## config.mk

```make
export PLATFORM = sky130hd
export DESIGN_NAME = csl_top
export DESIGN_NICKNAME = d
export VERILOG_FILES = /design/src/hdl/csl_pkg.sv /design/src/hdl/csl_gate.sv /design/src/hdl/csl_top.sv
export SDC_FILE = /design/constraint.sdc
export NUM_CORES = 1
export LEC_CHECK = 0
export ABC_CLOCK_PERIOD_IN_PS = 2500
export BUFFER_PORTS_ARGS = -buffer_cell sky130_fd_sc_hd__clkbuf_2
export CAP_MARGIN = 20
export CELL_PAD_IN_SITES_DETAIL_PLACEMENT = 1
export CELL_PAD_IN_SITES_GLOBAL_PLACEMENT = 1
export CORE_ASPECT_RATIO = 0.9
export CORE_MARGIN = 1
export CORE_UTILIZATION = 31
export DETAILED_ROUTE_END_ITERATION = 8
export PLACE_DENSITY = 0.68
export SKIP_LAST_GASP = 1
export SLEW_MARGIN = 5
export SYNTH_ARGS = -nofsm -noshare
export SYNTH_HDL_FRONTEND = slang
export SYNTH_SLANG_ARGS = --single-unit
```

## constraint.sdc

```tcl
create_clock -name clk -period 2.5 [get_ports clk]
set_clock_uncertainty 0.05 [all_clocks]
set_input_delay 0.375 -clock clk [delete_from_list [all_inputs] [get_ports clk]]
set_output_delay 0.375 -clock clk [all_outputs]
set_load 0.02 [all_outputs]
```

## src/hdl/csl_pkg.sv

```systemverilog
/*
  Package for the clock stop and strap latch block: counts, reset values,
  state encodings and the divider figures for the emulated clock groups.
  Assumes a single 10 MHz system clock; all output clocks are divided from it.
*/
package csl_pkg;

  localparam int unsigned CLK_HZ          = 10_000_000;
  localparam int unsigned CLK_PERIOD_NS   = 100;
  // Power-up timer, longest time, rounded down to whole cycles
  localparam int unsigned PWRUP_TIME_MS   = 3;
  localparam int unsigned PWRUP_CYCLES    = (CLK_HZ / 1000) * PWRUP_TIME_MS;
  localparam int unsigned PWRUP_W         = 15;

  localparam int unsigned N_STRAP         = 5;
  localparam int unsigned N_CPU           = 4;
  localparam int unsigned N_PCI           = 5;

  // Half periods in system cycles of the emulated clock groups
  localparam int unsigned CPU_HALF        = 1;
  localparam int unsigned PCI_HALF        = 2;
  localparam int unsigned OTH_HALF        = 4;
  localparam int unsigned DIV_W           = 4;

  localparam logic [N_STRAP-1:0] STRAP_RST = 5'h00;

  typedef enum logic [2:0] {
    CSL_ST_SAMPLE = 3'h1,
    CSL_ST_HOLD   = 3'h2,
    CSL_ST_RUN    = 3'h4
  } csl_phase_t;

endpackage : csl_pkg

```

## src/hdl/csl_gate.sv

```systemverilog
/*
  One clock group: a divider producing a square wave and a stop gate that
  changes only while the wave is low, so the gated output never shows a runt.
  Assumes stop_n arrives synchronous to clk.
*/
`timescale 1ns/1ps
module csl_gate #(
  parameter int unsigned HALF = 1,
  parameter int unsigned W    = 1
) (
  input  wire logic         clk,
  input  wire logic         rst,
  input  wire logic         run,
  input  wire logic         stop_n,
  output logic              free_clk,
  output logic [W-1:0]      gated_clk
);
  import csl_pkg::*;

  typedef struct packed {
    logic [DIV_W-1:0] cnt;
    logic             wave;
    logic             stop;
    logic [W-1:0]     out;
  } csl_gate_st_t;

  csl_gate_st_t s_q, s_d;

  always_comb begin
    s_d = s_q;
    if (run) begin
      if (s_q.cnt == DIV_W'(HALF - 1)) begin
        s_d.cnt  = '0;
        s_d.wave = ~s_q.wave;
      end else begin
        s_d.cnt = s_q.cnt + DIV_W'(1);
      end
    end
    // Gate moves only on the edge where the wave goes low or stays low
    if (!s_d.wave)
      s_d.stop = ~stop_n;
    s_d.out = (s_d.wave && !s_d.stop) ? '1 : '0;
  end

  always_ff @(posedge clk) begin
    if (rst)
      s_q <= '0;
    else
      s_q <= s_d;
  end

  assign free_clk  = s_q.wave;
  assign gated_clk = s_q.out;

endmodule : csl_gate

```

## src/hdl/csl_top.sv

```systemverilog
/*
  Clock stop and strap latch top: latches five straps at reset release,
  holds the dual-function pins low until the power-up timer ends, then runs
  the CPU, gated PCI, free PCI and other clock groups, with stop gating on the CPU and gated PCI groups only.
  Assumes stop inputs change on rising edges of the free PCI clock and that
  rst models power-on reset.
*/
`timescale 1ns/1ps
module csl_top #(
  parameter int unsigned PWRUP_CNT = csl_pkg::PWRUP_CYCLES
) (
  input  wire logic                        clk,
  input  wire logic                        rst,
  input  wire logic                        cpu_stop_n,
  input  wire logic                        pci_stop_n,
  input  wire logic [csl_pkg::N_STRAP-1:0] strap_in,
  input  wire logic [csl_pkg::N_STRAP-1:0] strap_driven,
  output logic      [csl_pkg::N_STRAP-1:0] strap_out,
  output logic      [csl_pkg::N_STRAP-1:0] strap_oe,
  output logic      [csl_pkg::N_STRAP-1:0] strap_cfg,
  output logic      [csl_pkg::N_CPU-1:0]   cpu_clk,
  output logic      [csl_pkg::N_PCI-1:0]   gated_pci_clock,
  output logic                             free_running_pci_clock,
  output logic                             other_clk
);
  import csl_pkg::*;

  typedef struct packed {
    csl_phase_t            phase;
    logic [PWRUP_W-1:0]    tmr;
    logic [N_STRAP-1:0]    cfg;
    logic [N_STRAP-1:0]    oe;
    logic [N_STRAP-1:0]    pin;
    logic                  run;
  } csl_top_st_t;

  csl_top_st_t s_q, s_d;

  logic                  pci_free_w;
  logic [N_PCI-1:0]      pci_gated_w;
  logic                  cpu_free_w;
  logic [N_CPU-1:0]      cpu_gated_w;
  logic                  oth_free_w;
  logic                  oth_unused_w;
  logic [N_CPU-1:0]      cpu_q;
  logic [N_PCI-1:0]      pci_q;
  logic                  pcif_q;
  logic                  oth_q;

  always_comb begin
    s_d = s_q;
    case (s_q.phase)
      CSL_ST_SAMPLE: begin
        // Undriven pins see the pull-up and read as one
        s_d.cfg   = (strap_in & strap_driven) | ~strap_driven;
        s_d.oe    = '1;
        s_d.pin   = '0;
        s_d.phase = CSL_ST_HOLD;
      end
      CSL_ST_HOLD: begin
        if (s_q.tmr == PWRUP_W'(PWRUP_CNT - 1)) begin
          s_d.run   = 1'b1;
          s_d.phase = CSL_ST_RUN;
        end else begin
          s_d.tmr = s_q.tmr + PWRUP_W'(1);
        end
      end
      CSL_ST_RUN: begin
        // Configuration no longer follows the pins
        s_d.pin = {N_STRAP{oth_free_w}};
      end
      default: begin
        s_d.phase = CSL_ST_SAMPLE;
      end
    endcase
  end

  always_ff @(posedge clk) begin
    if (rst) begin
      s_q.phase <= CSL_ST_SAMPLE;
      s_q.tmr   <= '0;
      s_q.cfg   <= STRAP_RST;
      s_q.oe    <= '0;
      s_q.pin   <= '0;
      s_q.run   <= 1'b0;
    end else begin
      s_q <= s_d;
    end
  end

  // Free PCI group also carries the gated PCI outputs
  csl_gate #(
    .HALF (PCI_HALF),
    .W    (N_PCI)
  ) u_pci (
    .clk       (clk),
    .rst       (rst),
    .run       (s_q.run),
    .stop_n    (pci_stop_n),
    .free_clk  (pci_free_w),
    .gated_clk (pci_gated_w)
  );

  // Fastest group: half period of one cycle keeps the latency under two periods
  csl_gate #(
    .HALF (CPU_HALF),
    .W    (N_CPU)
  ) u_cpu (
    .clk       (clk),
    .rst       (rst),
    .run       (s_q.run),
    .stop_n    (cpu_stop_n),
    .free_clk  (cpu_free_w),
    .gated_clk (cpu_gated_w)
  );

  // Never stopped, stands for every ungated clock
  csl_gate #(
    .HALF (OTH_HALF),
    .W    (1)
  ) u_oth (
    .clk       (clk),
    .rst       (rst),
    .run       (s_q.run),
    .stop_n    (1'b1),
    .free_clk  (oth_free_w),
    .gated_clk (oth_unused_w)
  );

  // Retiming gives every clock output straight from a flip-flop at one cycle cost
  always_ff @(posedge clk) begin
    if (rst) begin
      cpu_q  <= '0;
      pci_q  <= '0;
      pcif_q <= 1'b0;
      oth_q  <= 1'b0;
    end else begin
      cpu_q  <= cpu_gated_w;
      pci_q  <= pci_gated_w;
      pcif_q <= pci_free_w;
      oth_q  <= oth_unused_w;
    end
  end

  assign cpu_clk                = cpu_q;
  assign gated_pci_clock        = pci_q;
  assign free_running_pci_clock = pcif_q;
  assign other_clk              = oth_q;
  assign strap_out              = s_q.pin;
  assign strap_oe               = s_q.oe;
  assign strap_cfg              = s_q.cfg;

endmodule : csl_top

```

### After elaboration in Yosys (flattened, before gate mapping)

Cells that the tools add are included.

* flip-flop bits (word level): 69
* latch bits: 0
* memory bits (writable): 0
* bits in read-only memories: 0
* bits of input ports: 14
* output and inout port bits: 26
* logic and storage cells: 72
* memories kept: 0

* add/subtract/negate cells: 4
* multipliers: 0
* divide/modulo/power cells: 0
* magnitude comparators: 0
* eq/ne operators: 7
* shift-type cells: 0
* multiplexer cells: 18
* bitwise gates (word level): 10
* reduce and logical (&&, ||, !) cells: 11

Operator list (count)
* 4-bit 2-to-1 mux: 4
* 15-bit by 1-bit adder with 15-bit output (second input constant): 1
* 15-bit equality test (second input constant): 1
* 4-bit by 1-bit adder with 4-bit output (second input constant): 3
* 1-bit 2-to-1 mux: 10
* 5-bit one-hot mux with 2 select lines: 1
* 3-bit one-hot mux with 3 select lines: 1
* 1-bit NOT: 7
* 2-bit AND reduction: 3
* 5-bit AND: 1
* 5-bit 2-to-1 mux: 1
* 5-bit NOT: 1
* 5-bit OR: 1
* 4-bit by 1-bit equality test with 1-bit output (second input constant): 1
* 4-bit by 2-bit equality test with 1-bit output (second input constant): 1
* 4-bit logical NOT: 1
* 3-bit by 1-bit equality test with 1-bit output (second input constant): 1
* 3-bit by 2-bit equality test with 1-bit output (second input constant): 1
* 3-bit equality test (second input constant): 1
* 1-bit logical AND: 3
* 1-bit logical NOT: 3
* 3-bit 2-to-1 mux: 1
* 2-bit != test (second input constant): 1
* 2-bit nonzero test: 1

### Longest topological paths before layout

Gate-level depths: netlist of the first run.

* depth after elaboration: 7
* depth in mapped cells: 6
* gate-level depth less buffers: 6

### Cells and area by module

From an unflattened synthesis of the first run, not the netlist that was laid out.

* cells, all modules: 284
* area total of the unflattened synthesis: 2692.6 um^2

Modules (own cells, without submodules)
* csl_top: times used 1, cells each 177, area an instance 1659.1 um^2, seq. area each 740.7 um^2
* csl_gate at u_pci: times used 1, cells each 37, area an instance 359.1 um^2, seq. area each 140.1 um^2
* csl_gate at u_cpu: times used 1, cells each 37, area an instance 349.1 um^2, seq. area each 140.1 um^2
* csl_gate at u_oth: times used 1, cells each 33, area an instance 325.3 um^2, seq. area each 140.1 um^2

### Worst setup path after synthesis of the first run

Ideal clock, no wire load.

* path kind: register to register
* start point: register s_q[33] in the netlist's numbering
* end point: register s_q[30] in the netlist's numbering
* library setup time: 0.121 ns
* data arrival time: 1.607 ns
* required time: 2.329 ns
* path slack: 0.722 ns
* stages on the path, launching flop included: 7
* path buffers: 2
* period minus slack after synthesis: 1.778 ns
* cells stage by stage: dfxtp_1 -> buf_6 -> or3b_1 -> buf_6 -> nor4_4 -> nand3_2 -> mux2_4

* cells in the longest elaborated chain, start to end: 2

RTL lines
* from (decl): RTL line csl_top.sv:37 `csl_top_st_t s_q, s_d;`
* 3-bit by 2-bit equality test with 1-bit output: RTL line csl_top.sv:52 `case (s_q.phase)`
* 2-bit AND reduction (no source line)

Every way passes these cells.
A chain may end at the register's enable or synchronous reset.

### Worst setup path after layout of the first run

* start point: register s_q[32] in the netlist's numbering
* end point: register s_q[30] in the netlist's numbering

Same word-level chain as after synthesis.

==> results of run 1 <==
[sequential cells by signal (all words and copies together), names as in the netlist, 5 cells and up]
register	count
s_q	19
strap_cfg	5
u_cpu.s_q	5
u_oth.s_q	5
u_pci.s_q	5
[worst min path at each step]
stage | from | endpoint | slack, ns | depth (start not counted)
floorplan | u_oth.s_q[1] | u_oth.gated_clk | 0.34 | 1
global placement | u_pci.s_q[5] | u_pci.gated_clk[3] | 0.35 | 1
detailed placement | u_oth.s_q[1] | u_oth.gated_clk | 0.36 | 1
CTS | strap_driven[0] | strap_cfg[0] | 0.20 | 2
global route | strap_driven[0] | strap_cfg[0] | 0.20 | 2
finish | strap_driven[0] | strap_cfg[0] | 0.21 | 2
[metrics by stage]
step | utilization | instance area [sq um] | power [mW] | worst slack (ns)
after floorplan | - | 2330 | 1.11 | 0.722
after global placement | 0.342 | 2450 | 1.13 | 0.621
after detailed placement | 0.342 | 2450 | 1.13 | 0.579
after CTS | 0.361 | 2580 | 1.82 | 0.550
after global routing | 0.361 | 2580 | 1.88 | 0.309
final | 0.361 | 2580 | 1.79 | 0.554
[cell type report]
cell class / instances / area, sq um
Sequential cell: 51 / 1020
Timing Repair Buffer: 44 / 233
Clock inverter: 3 / 67.6
Clock buffer: 5 / 68.8
Inverter: 10 / 37.5
Fill cell: 846 / 4570
Tap cell: 93 / 116
Multi-Input combinational cell: 163 / 1040
[power by group]
group,internal [mW],switching (mW)
combinational,0.0862,0.141
sequential,0.849,0.0365
clock,0.399,0.279
[synthesized netlist by cell type, types with 5 or more instances]
cell / n
nor2b_1: 9
nor2_1: 38
a21oi_1: 11
o21ai_0: 5
nor3_1: 7
nand2_1: 13
inv_1: 10
xor2_1: 7
dfxtp_1: 51
clkbuf_1: 6
buf_4: 23
nand4_1: 11
a311oi_1: 5
mux2i_1: 5
xnor2_1: 8
[cells by family after synthesis]
logic type | Yosys count | synth area share
and+or+nand+nor | 108 | 0.252
DFF | 51 | 0.438
buffers and inverters | 45 | 0.117
AOI/OAI and AO/OA | 27 | 0.0735
xor gates and xnor gates | 15 | 0.0563
muxes | 9 | 0.0424
adders and majority gates | 4 | 0.0215
[layer usage]
layer  vias to the layer above  GRT usage
met5                         -          0
met4                         0     0.0462
met3                         5     0.0281
met2                        39      0.196
met1                       814      0.149
li1                        892          -
==> flow_metrics.tcl, run 1 <==
set metrics [dict create \
    grt.total_usage 0.119 \
    dr_total_vias 1750 \
    cp.arrival_ns 2.09 \
    reg2reg_setup_slack_ns 0.55 \
    tightest_slew_ns 0.671 \
    synth-seq-cells 51 \
    synth_area_sq_um 2330 \
    cts_hold_buf 0 \
    cp-end-kind "flop" \
    initial_utilization 0.326 \
    grt_setup_unrepaired "no" \
    crit_path_start "s_q[32]" \
    fmax_mhz 514 \
    start_kind "flop" \
    rows 29 \
    cts_tree "yes" \
    drt_first_pass_iters 4 \
    overflow 0 \
    final_common_cell "dfxtp_1" \
    r2r_start "s_q[32]" \
    period_needed_ns 1.95 \
    ys_async_sr_fraction 0 \
    drv_slew 0 \
    route.met2.wl_um 1970 \
    grt_pass1_wl_um 7440 \
    p_leak_nw 1.03 \
    dp_cells 361 \
    vias_per_cell 4.74 \
    synth-edff-count 0 \
    htree_levels 2 \
    antenna_left 0 \
    finalHoldViolations 0 \
    die_area_sq_um 7870 \
    n_antenna_cell 0 \
    cp-endpoint "s_q[30]" \
    cp_cell_sequence "or3b_1, nor4_4, nand3_2, mux2_4" \
    power.density_nw_per_um2 693 \
    critical_path.top_delay_family "simple AND/OR/NAND/NOR gates" \
    m1WireLength_um 2220 \
    drcViolationCount 0 \
    area_growth_pct 10.7 \
    crit_fanout 9 \
    min_path_type "primary input to flop" \
    port-buffer-count 39 \
    synth_top_flop_cell "dfxtp_1" \
    ff2ff_path_depth 4 \
    drive_gt1_frac 0.217 \
    die_h_um 84.3 \
    top_layer_used "met4" \
    cts_sinks 51 \
    die_width_um 93.4 \
    ctsLongestPathBuffers 2 \
    yosys.area.top_type "dfxtp_1" \
    nets 293 \
    ctsResizeCount 0 \
    wirelength_um 4430 \
    syn_area_per_cell_sq_um 9.00 \
    wl_met3_um 175 \
    max_cap_viol_count 0 \
    final_cell_count_no_fill 369 \
    dp_hpwl_um 3150 \
    grt_max_degree 33 \
    drt-initial-drc-count 65 \
    fin_tns_setup_ns 0 \
    antenna_found_initial 0 \
    crit_required_ns 2.65 \
    yosys_warnings 0 \
    clk_pin_slew_worst_paths_ns 0.09 \
    outcome "complete, no violations" \
    synth_area_leaders "dfxtp_1 44%, buf_4 7.4%, nor2_1 6.1%" \
    core_sq_um 7150 \
    post_drt_wl_per_cell_um 12.0 \
    post-route-period-util 0.778 \
    io_pins 40 \
    path_buf_inv 0 \
    max_slew_margin 0.552 \
    syn_nets 277 \
    syn_inst 259 \
    ys_types 44 \
    gp_congestion 0.746 \
    clk_latency_ns 0.31 \
    peakVddDrop_mv 0.248 \
    synth_top_area_share 0.438 \
    r2r-end "s_q[30]" \
    criticalPathCategory "flop to flop" \
    first_global_vias 1654 \
    final_cell_mix "51 x dfxtp_1, 39 x clkbuf_2, 38 x nor2_1" \
    setup_viol 0 \
    ys_seq_area_frac 0.438 \
    cts_setup_buffers 0 \
    cts_root_buffer "clkbuf_8" \
    slowest_stage "or3b_1" \
    cts_buffers 5 \
    path_depth 4 \
    whs_ns 0.211 \
    slowest_delay_ns 0.53 \
]
Note: power is estimated with default switching activity, not from simulation.
==> run 2, diff against run 1 <==
- ABC_CLOCK_PERIOD_IN_PS: 2500 -> 1710
- PLACE_DENSITY: 0.68 -> 0.71
- clock period: 2.5 -> 1.71 ns (I/O delays scaled with it)
==> flow_metrics.tcl, run 2 (synthesized netlist as in run 1, its figures left out) <==
set metrics [dict create \
    power.density_nw_per_um2 862 \
    cp-end-kind "flop" \
    io_pins 40 \
    cts_tree "yes" \
    max_slew_margin 0.771 \
    cts_hold_buf 0 \
    post-route-period-util 0.961 \
    finalHoldViolations 0 \
    cts_buffers 5 \
    antenna_left 0 \
    grt_setup_unrepaired "yes" \
    cp.arrival_ns 1.80 \
    fmax_mhz 609 \
    final_cell_mix "47 x dfxtp_1, 39 x clkbuf_2, 38 x nor2_1" \
    max_cap_viol_count 0 \
    initial_utilization 0.326 \
    min_path_type "primary input to flop" \
    peakVddDrop_mv 0.320 \
    clk_latency_ns 0.31 \
    final-seq-area_sq_um 1030 \
    final_common_cell "dfxtp_1" \
    wirelength_um 5070 \
    r2r_start "s_q[16]" \
    rows 29 \
    antenna_found_initial 0 \
    post_dp_cell_area_sq_um 2630 \
    start_kind "flop" \
    core_sq_um 7150 \
    n_antenna_cell 0 \
    ff2ff_path_depth 6 \
    setup_viol 0 \
    ctsLongestPathBuffers 2 \
    port-buffer-count 39 \
    worst_hold_path.endpoint "strap_cfg[0]" \
    grt_pass1_wl_um 8530 \
    gp_congestion 0.711 \
    crit_required_ns 1.87 \
    outcome "complete, no violations" \
    post_drt_wl_per_cell_um 12.9 \
    die_h_um 84.3 \
    dp_hpwl_um 3560 \
    tightest_slew_ns 0.338 \
    area_growth_pct 20.3 \
    overflow 0 \
    grt_max_degree 37 \
    final_area_sq_um 2810 \
    largest_register "s_q" \
    clk_pin_slew_worst_paths_ns 0.10 \
    r2r-end "s_q[30]" \
    drive_gt1_frac 0.319 \
    hold_start "strap_driven[0]" \
    cts_sinks 51 \
    htree_levels 2 \
    grt.total_usage 0.134 \
    criticalPathCategory "flop to flop" \
    drt-initial-drc-count 70 \
    cts_root_buffer "clkbuf_8" \
    drv_slew 0 \
    drt_first_pass_iters 4 \
    fillers 852 \
    largest_register_ffs 19 \
    dr_total_vias 1886 \
    die_area_sq_um 7870 \
    drcViolationCount 0 \
    multi_input_area_sq_um 1090 \
    vias_per_cell 4.79 \
    period_needed_ns 1.64 \
    die_width_um 93.4 \
    nets 318 \
    p_leak_nw 1.16 \
    dp_cells 384 \
    first_global_vias 1957 \
    holdPathStages 2 \
    final_cell_count_no_fill 394 \
    crit_fanout 4 \
    reg2reg_setup_slack_ns 0.07 \
]
==> run 2: changes by cell type in the layout (fill, tap and decap cells not counted), moves of 2 or more <==
cell       change
dfxtp_2        +4
dfxtp_1        -4
inv_6          +2
bufinv_16      -2
buf_4         +23
==> run 2: worst max path at each step <==
stage          startpoint  slack [ns]  cells past startpoint      end
2_1_floorplan     s_q[16]       0.002                      6  s_q[16]
3_3_place_gp      s_q[22]        0.02                      5  s_q[33]
3_5_place_dp      s_q[22]       -0.03                      5  s_q[33]
4_1_cts           s_q[22]       0.005                      5  s_q[33]
5_1_grt           s_q[33]       -0.01                      3  s_q[16]
6_report          s_q[16]        0.07                      6  s_q[30]
==> run 2: area by class of cell <==
cell class / instances / area share
clock buffers: 5 / 0.0245
clock inverters: 3 / 0.00937
inverters: 10 / 0.0134
multi-input cells: 163 / 0.390
flip-flops and latches: 51 / 0.366
well taps: 93 / 0.0415
repair buffers: 69 / 0.156
==> run 2: critical path, stage by stage, from the launching register on <==
cell     delay [ns]
dfxtp_2        0.34
ha_2           0.20
nand3_4        0.10
buf_6          0.15
nor4_4         0.30
nand3_2        0.11
mux2_4         0.30
==> run 2: metrics by stage <==
step / TNS [ns] / total power [mW] / setup slack [ns] / hold slack [ns] / utilization
2_1_floorplan: 0 / 1.63 / 0.00207 / 0.322 / -
3_3_place_gp: 0 / 1.69 / 0.0237 / 0.352 / 0.368
3_5_place_dp: -0.0457 / 1.71 / -0.0255 / 0.358 / 0.368
4_1_cts: 0 / 2.45 / 0.00523 / 0.0883 / 0.383
5_1_grt: -0.0121 / 2.55 / -0.0121 / 0.0834 / 0.392
6_report: 0 / 2.42 / 0.0673 / 0.0909 / 0.392
==> run 2: report_power, final <==
group	switching (mW)	total, mW	internal [mW]
clock network	0.437	0.739	0.302
logic	0.248	0.408	0.161
registers	0.0309	1.27	1.24
total	0.715	2.42	1.70
==> run 2: routing by layer <==
metal | up-vias | wire length (um) | GRT usage
met4 | 0 | 62 | 0.0420
met3 | 8 | 162 | 0.0335
met1 | 901 | 2300 | 0.158
met5 | - | 0 | 0
li1 | 940 | - | -
met2 | 37 | 2550 | 0.238
==> run 2: what timing repair did <==
item	CTS	global route
resized for setup	1	14
buffers inserted	1	1
setup endpoints to repair	4	8
pin swaps	1	2
==> run 3, diff against run 2 <==
- CORE_ASPECT_RATIO: 0.9 -> 0.6
==> flow_metrics.tcl, run 3 (synthesized netlist as in run 1, its figures left out) <==
set metrics [dict create \
    criticalPathCategory "flop to flop" \
    clk_pin_slew_worst_paths_ns 0.07 \
    cts_tree "yes" \
    cp.arrival_ns 1.79 \
    power.density_nw_per_um2 973 \
    whs_ns 0.112 \
    overflow 0 \
    largest_register_ffs 19 \
    setup_viol 0 \
    fillers 874 \
    largest_register "s_q" \
    die_area_sq_um 7890 \
    pre_cts_ws_ns -0.0647 \
    die_width_um 114 \
    drt-initial-drc-count 65 \
    drt_first_pass_iters 5 \
    p_total_mw 2.80 \
    cp-end-kind "flop" \
    htree_levels 2 \
    port-buffer-count 39 \
    dr_total_vias 1909 \
    max_cap_viol_count 0 \
    first_global_vias 1850 \
    ctsLongestPathBuffers 2 \
    initial_utilization 0.321 \
    peakVddDrop_mv 0.505 \
    final_cell_mix "45 x dfxtp_1, 39 x clkbuf_2, 38 x nor2_1" \
    drv_slew 0 \
    max_slew_margin 0.641 \
    vias_per_cell 4.75 \
    min_path_type "primary input to flop" \
    p_leak_nw 1.17 \
    drive_gt1_frac 0.319 \
    die_h_um 69.2 \
    wirelength_um 5450 \
    grt_pass1_wl_um 8800 \
    post-route-period-util 0.976 \
    grt_setup_unrepaired "yes" \
    start_kind "flop" \
    final_common_cell "dfxtp_1" \
    fmax_mhz 599 \
    post_drt_wl_per_cell_um 13.6 \
    tightest_slew_ns 0.539 \
    clk_latency_ns 0.29 \
    nets 316 \
    area_growth_pct 23.3 \
    grt.total_usage 0.142 \
    core_sq_um 7270 \
    cts_root_buffer "clkbuf_16" \
    n_antenna_cell 0 \
    outcome "complete, no violations" \
    antenna_left 0 \
    fin_ws_ns 0.0408 \
    crit_required_ns 1.83 \
    gp_congestion 0.775 \
    dp_hpwl_um 3760 \
    grt_max_degree 26 \
    cts_sinks 51 \
    rows 24 \
    period_needed_ns 1.67 \
    antenna_found_initial 0 \
    finalHoldViolations 0 \
    crit_fanout 6 \
    cts_buffers 5 \
    io_pins 40 \
    drcViolationCount 0 \
]
-- run 3: per-layer routing --
metal  up-vias  wire length [um]  share of wire  global-route usage
met4         0                44         0.0081              0.0346
met5         -                 0              0                   0
met2        41              2470           0.45               0.229
met3         6               201          0.037              0.0341
li1        940                 -              -                   -
met1       922              2730           0.50               0.192
-- run 3: path summary, 6_finish.rpt --
kind / from / end / slack (ns) / cells after the start
min: strap_driven[3] / strap_cfg[3] / 0.11 / 2
max: s_q[17] / s_q[30] / 0.04 / 6
max reg2reg: s_q[17] / s_q[30] / 0.04 / 6
min reg2reg: u_oth.s_q[1] / u_oth.gated_clk / 0.38 / 1
-- run 3: stage by stage --
stage / utilization / instance area (sq um) / setup TNS, ns / cells
CTS: 0.386 / 2810 / 0 / 401
finish: 0.396 / 2880 / 0 / 402
detailed placement: 0.361 / 2630 / -0.143 / 394
global placement: 0.361 / 2630 / 0 / 394
floorplan: - / 2330 / 0 / 259
global route: 0.396 / 2880 / -0.0705 / 402
-- run 3: where the power goes --
| group | total, mW | internal, mW | switching (mW) |
|---|---|---|---|
| clock network | 1.10 | 0.682 | 0.421 |
| logic | 0.421 | 0.161 | 0.260 |
| registers | 1.27 | 1.24 | 0.0314 |
-- run 3: final cells by class --
cell class / count / area [sq um] / area share
Sequential cell: 51 / 1030 / 0.358
Clock inverter: 2 / 37.5 / 0.0131
Clock buffer: 5 / 125 / 0.0435
Multi-Input combinational cell: 163 / 1100 / 0.384
Timing Repair Buffer: 67 / 413 / 0.144
Tap cell: 104 / 130 / 0.0453
Inverter: 10 / 37.5 / 0.0131
-- run 3: repair_timing --
item                       in CTS  in global routing
gates resized for setup         5                 14
setup endpoints to repair       4                 10
buffers inserted                0                  1
hold buffers                    0                  0
pin swaps                       1                  5
-- run 3: worst max-delay path, cell delays in order (launching register included) --
cell and delay (ns):
dfxtp_2 0.35, ha_4 0.15, nand3_4 0.09, buf_6 0.15, nor4_4 0.34, nand3_2 0.11, mux2_4 0.30
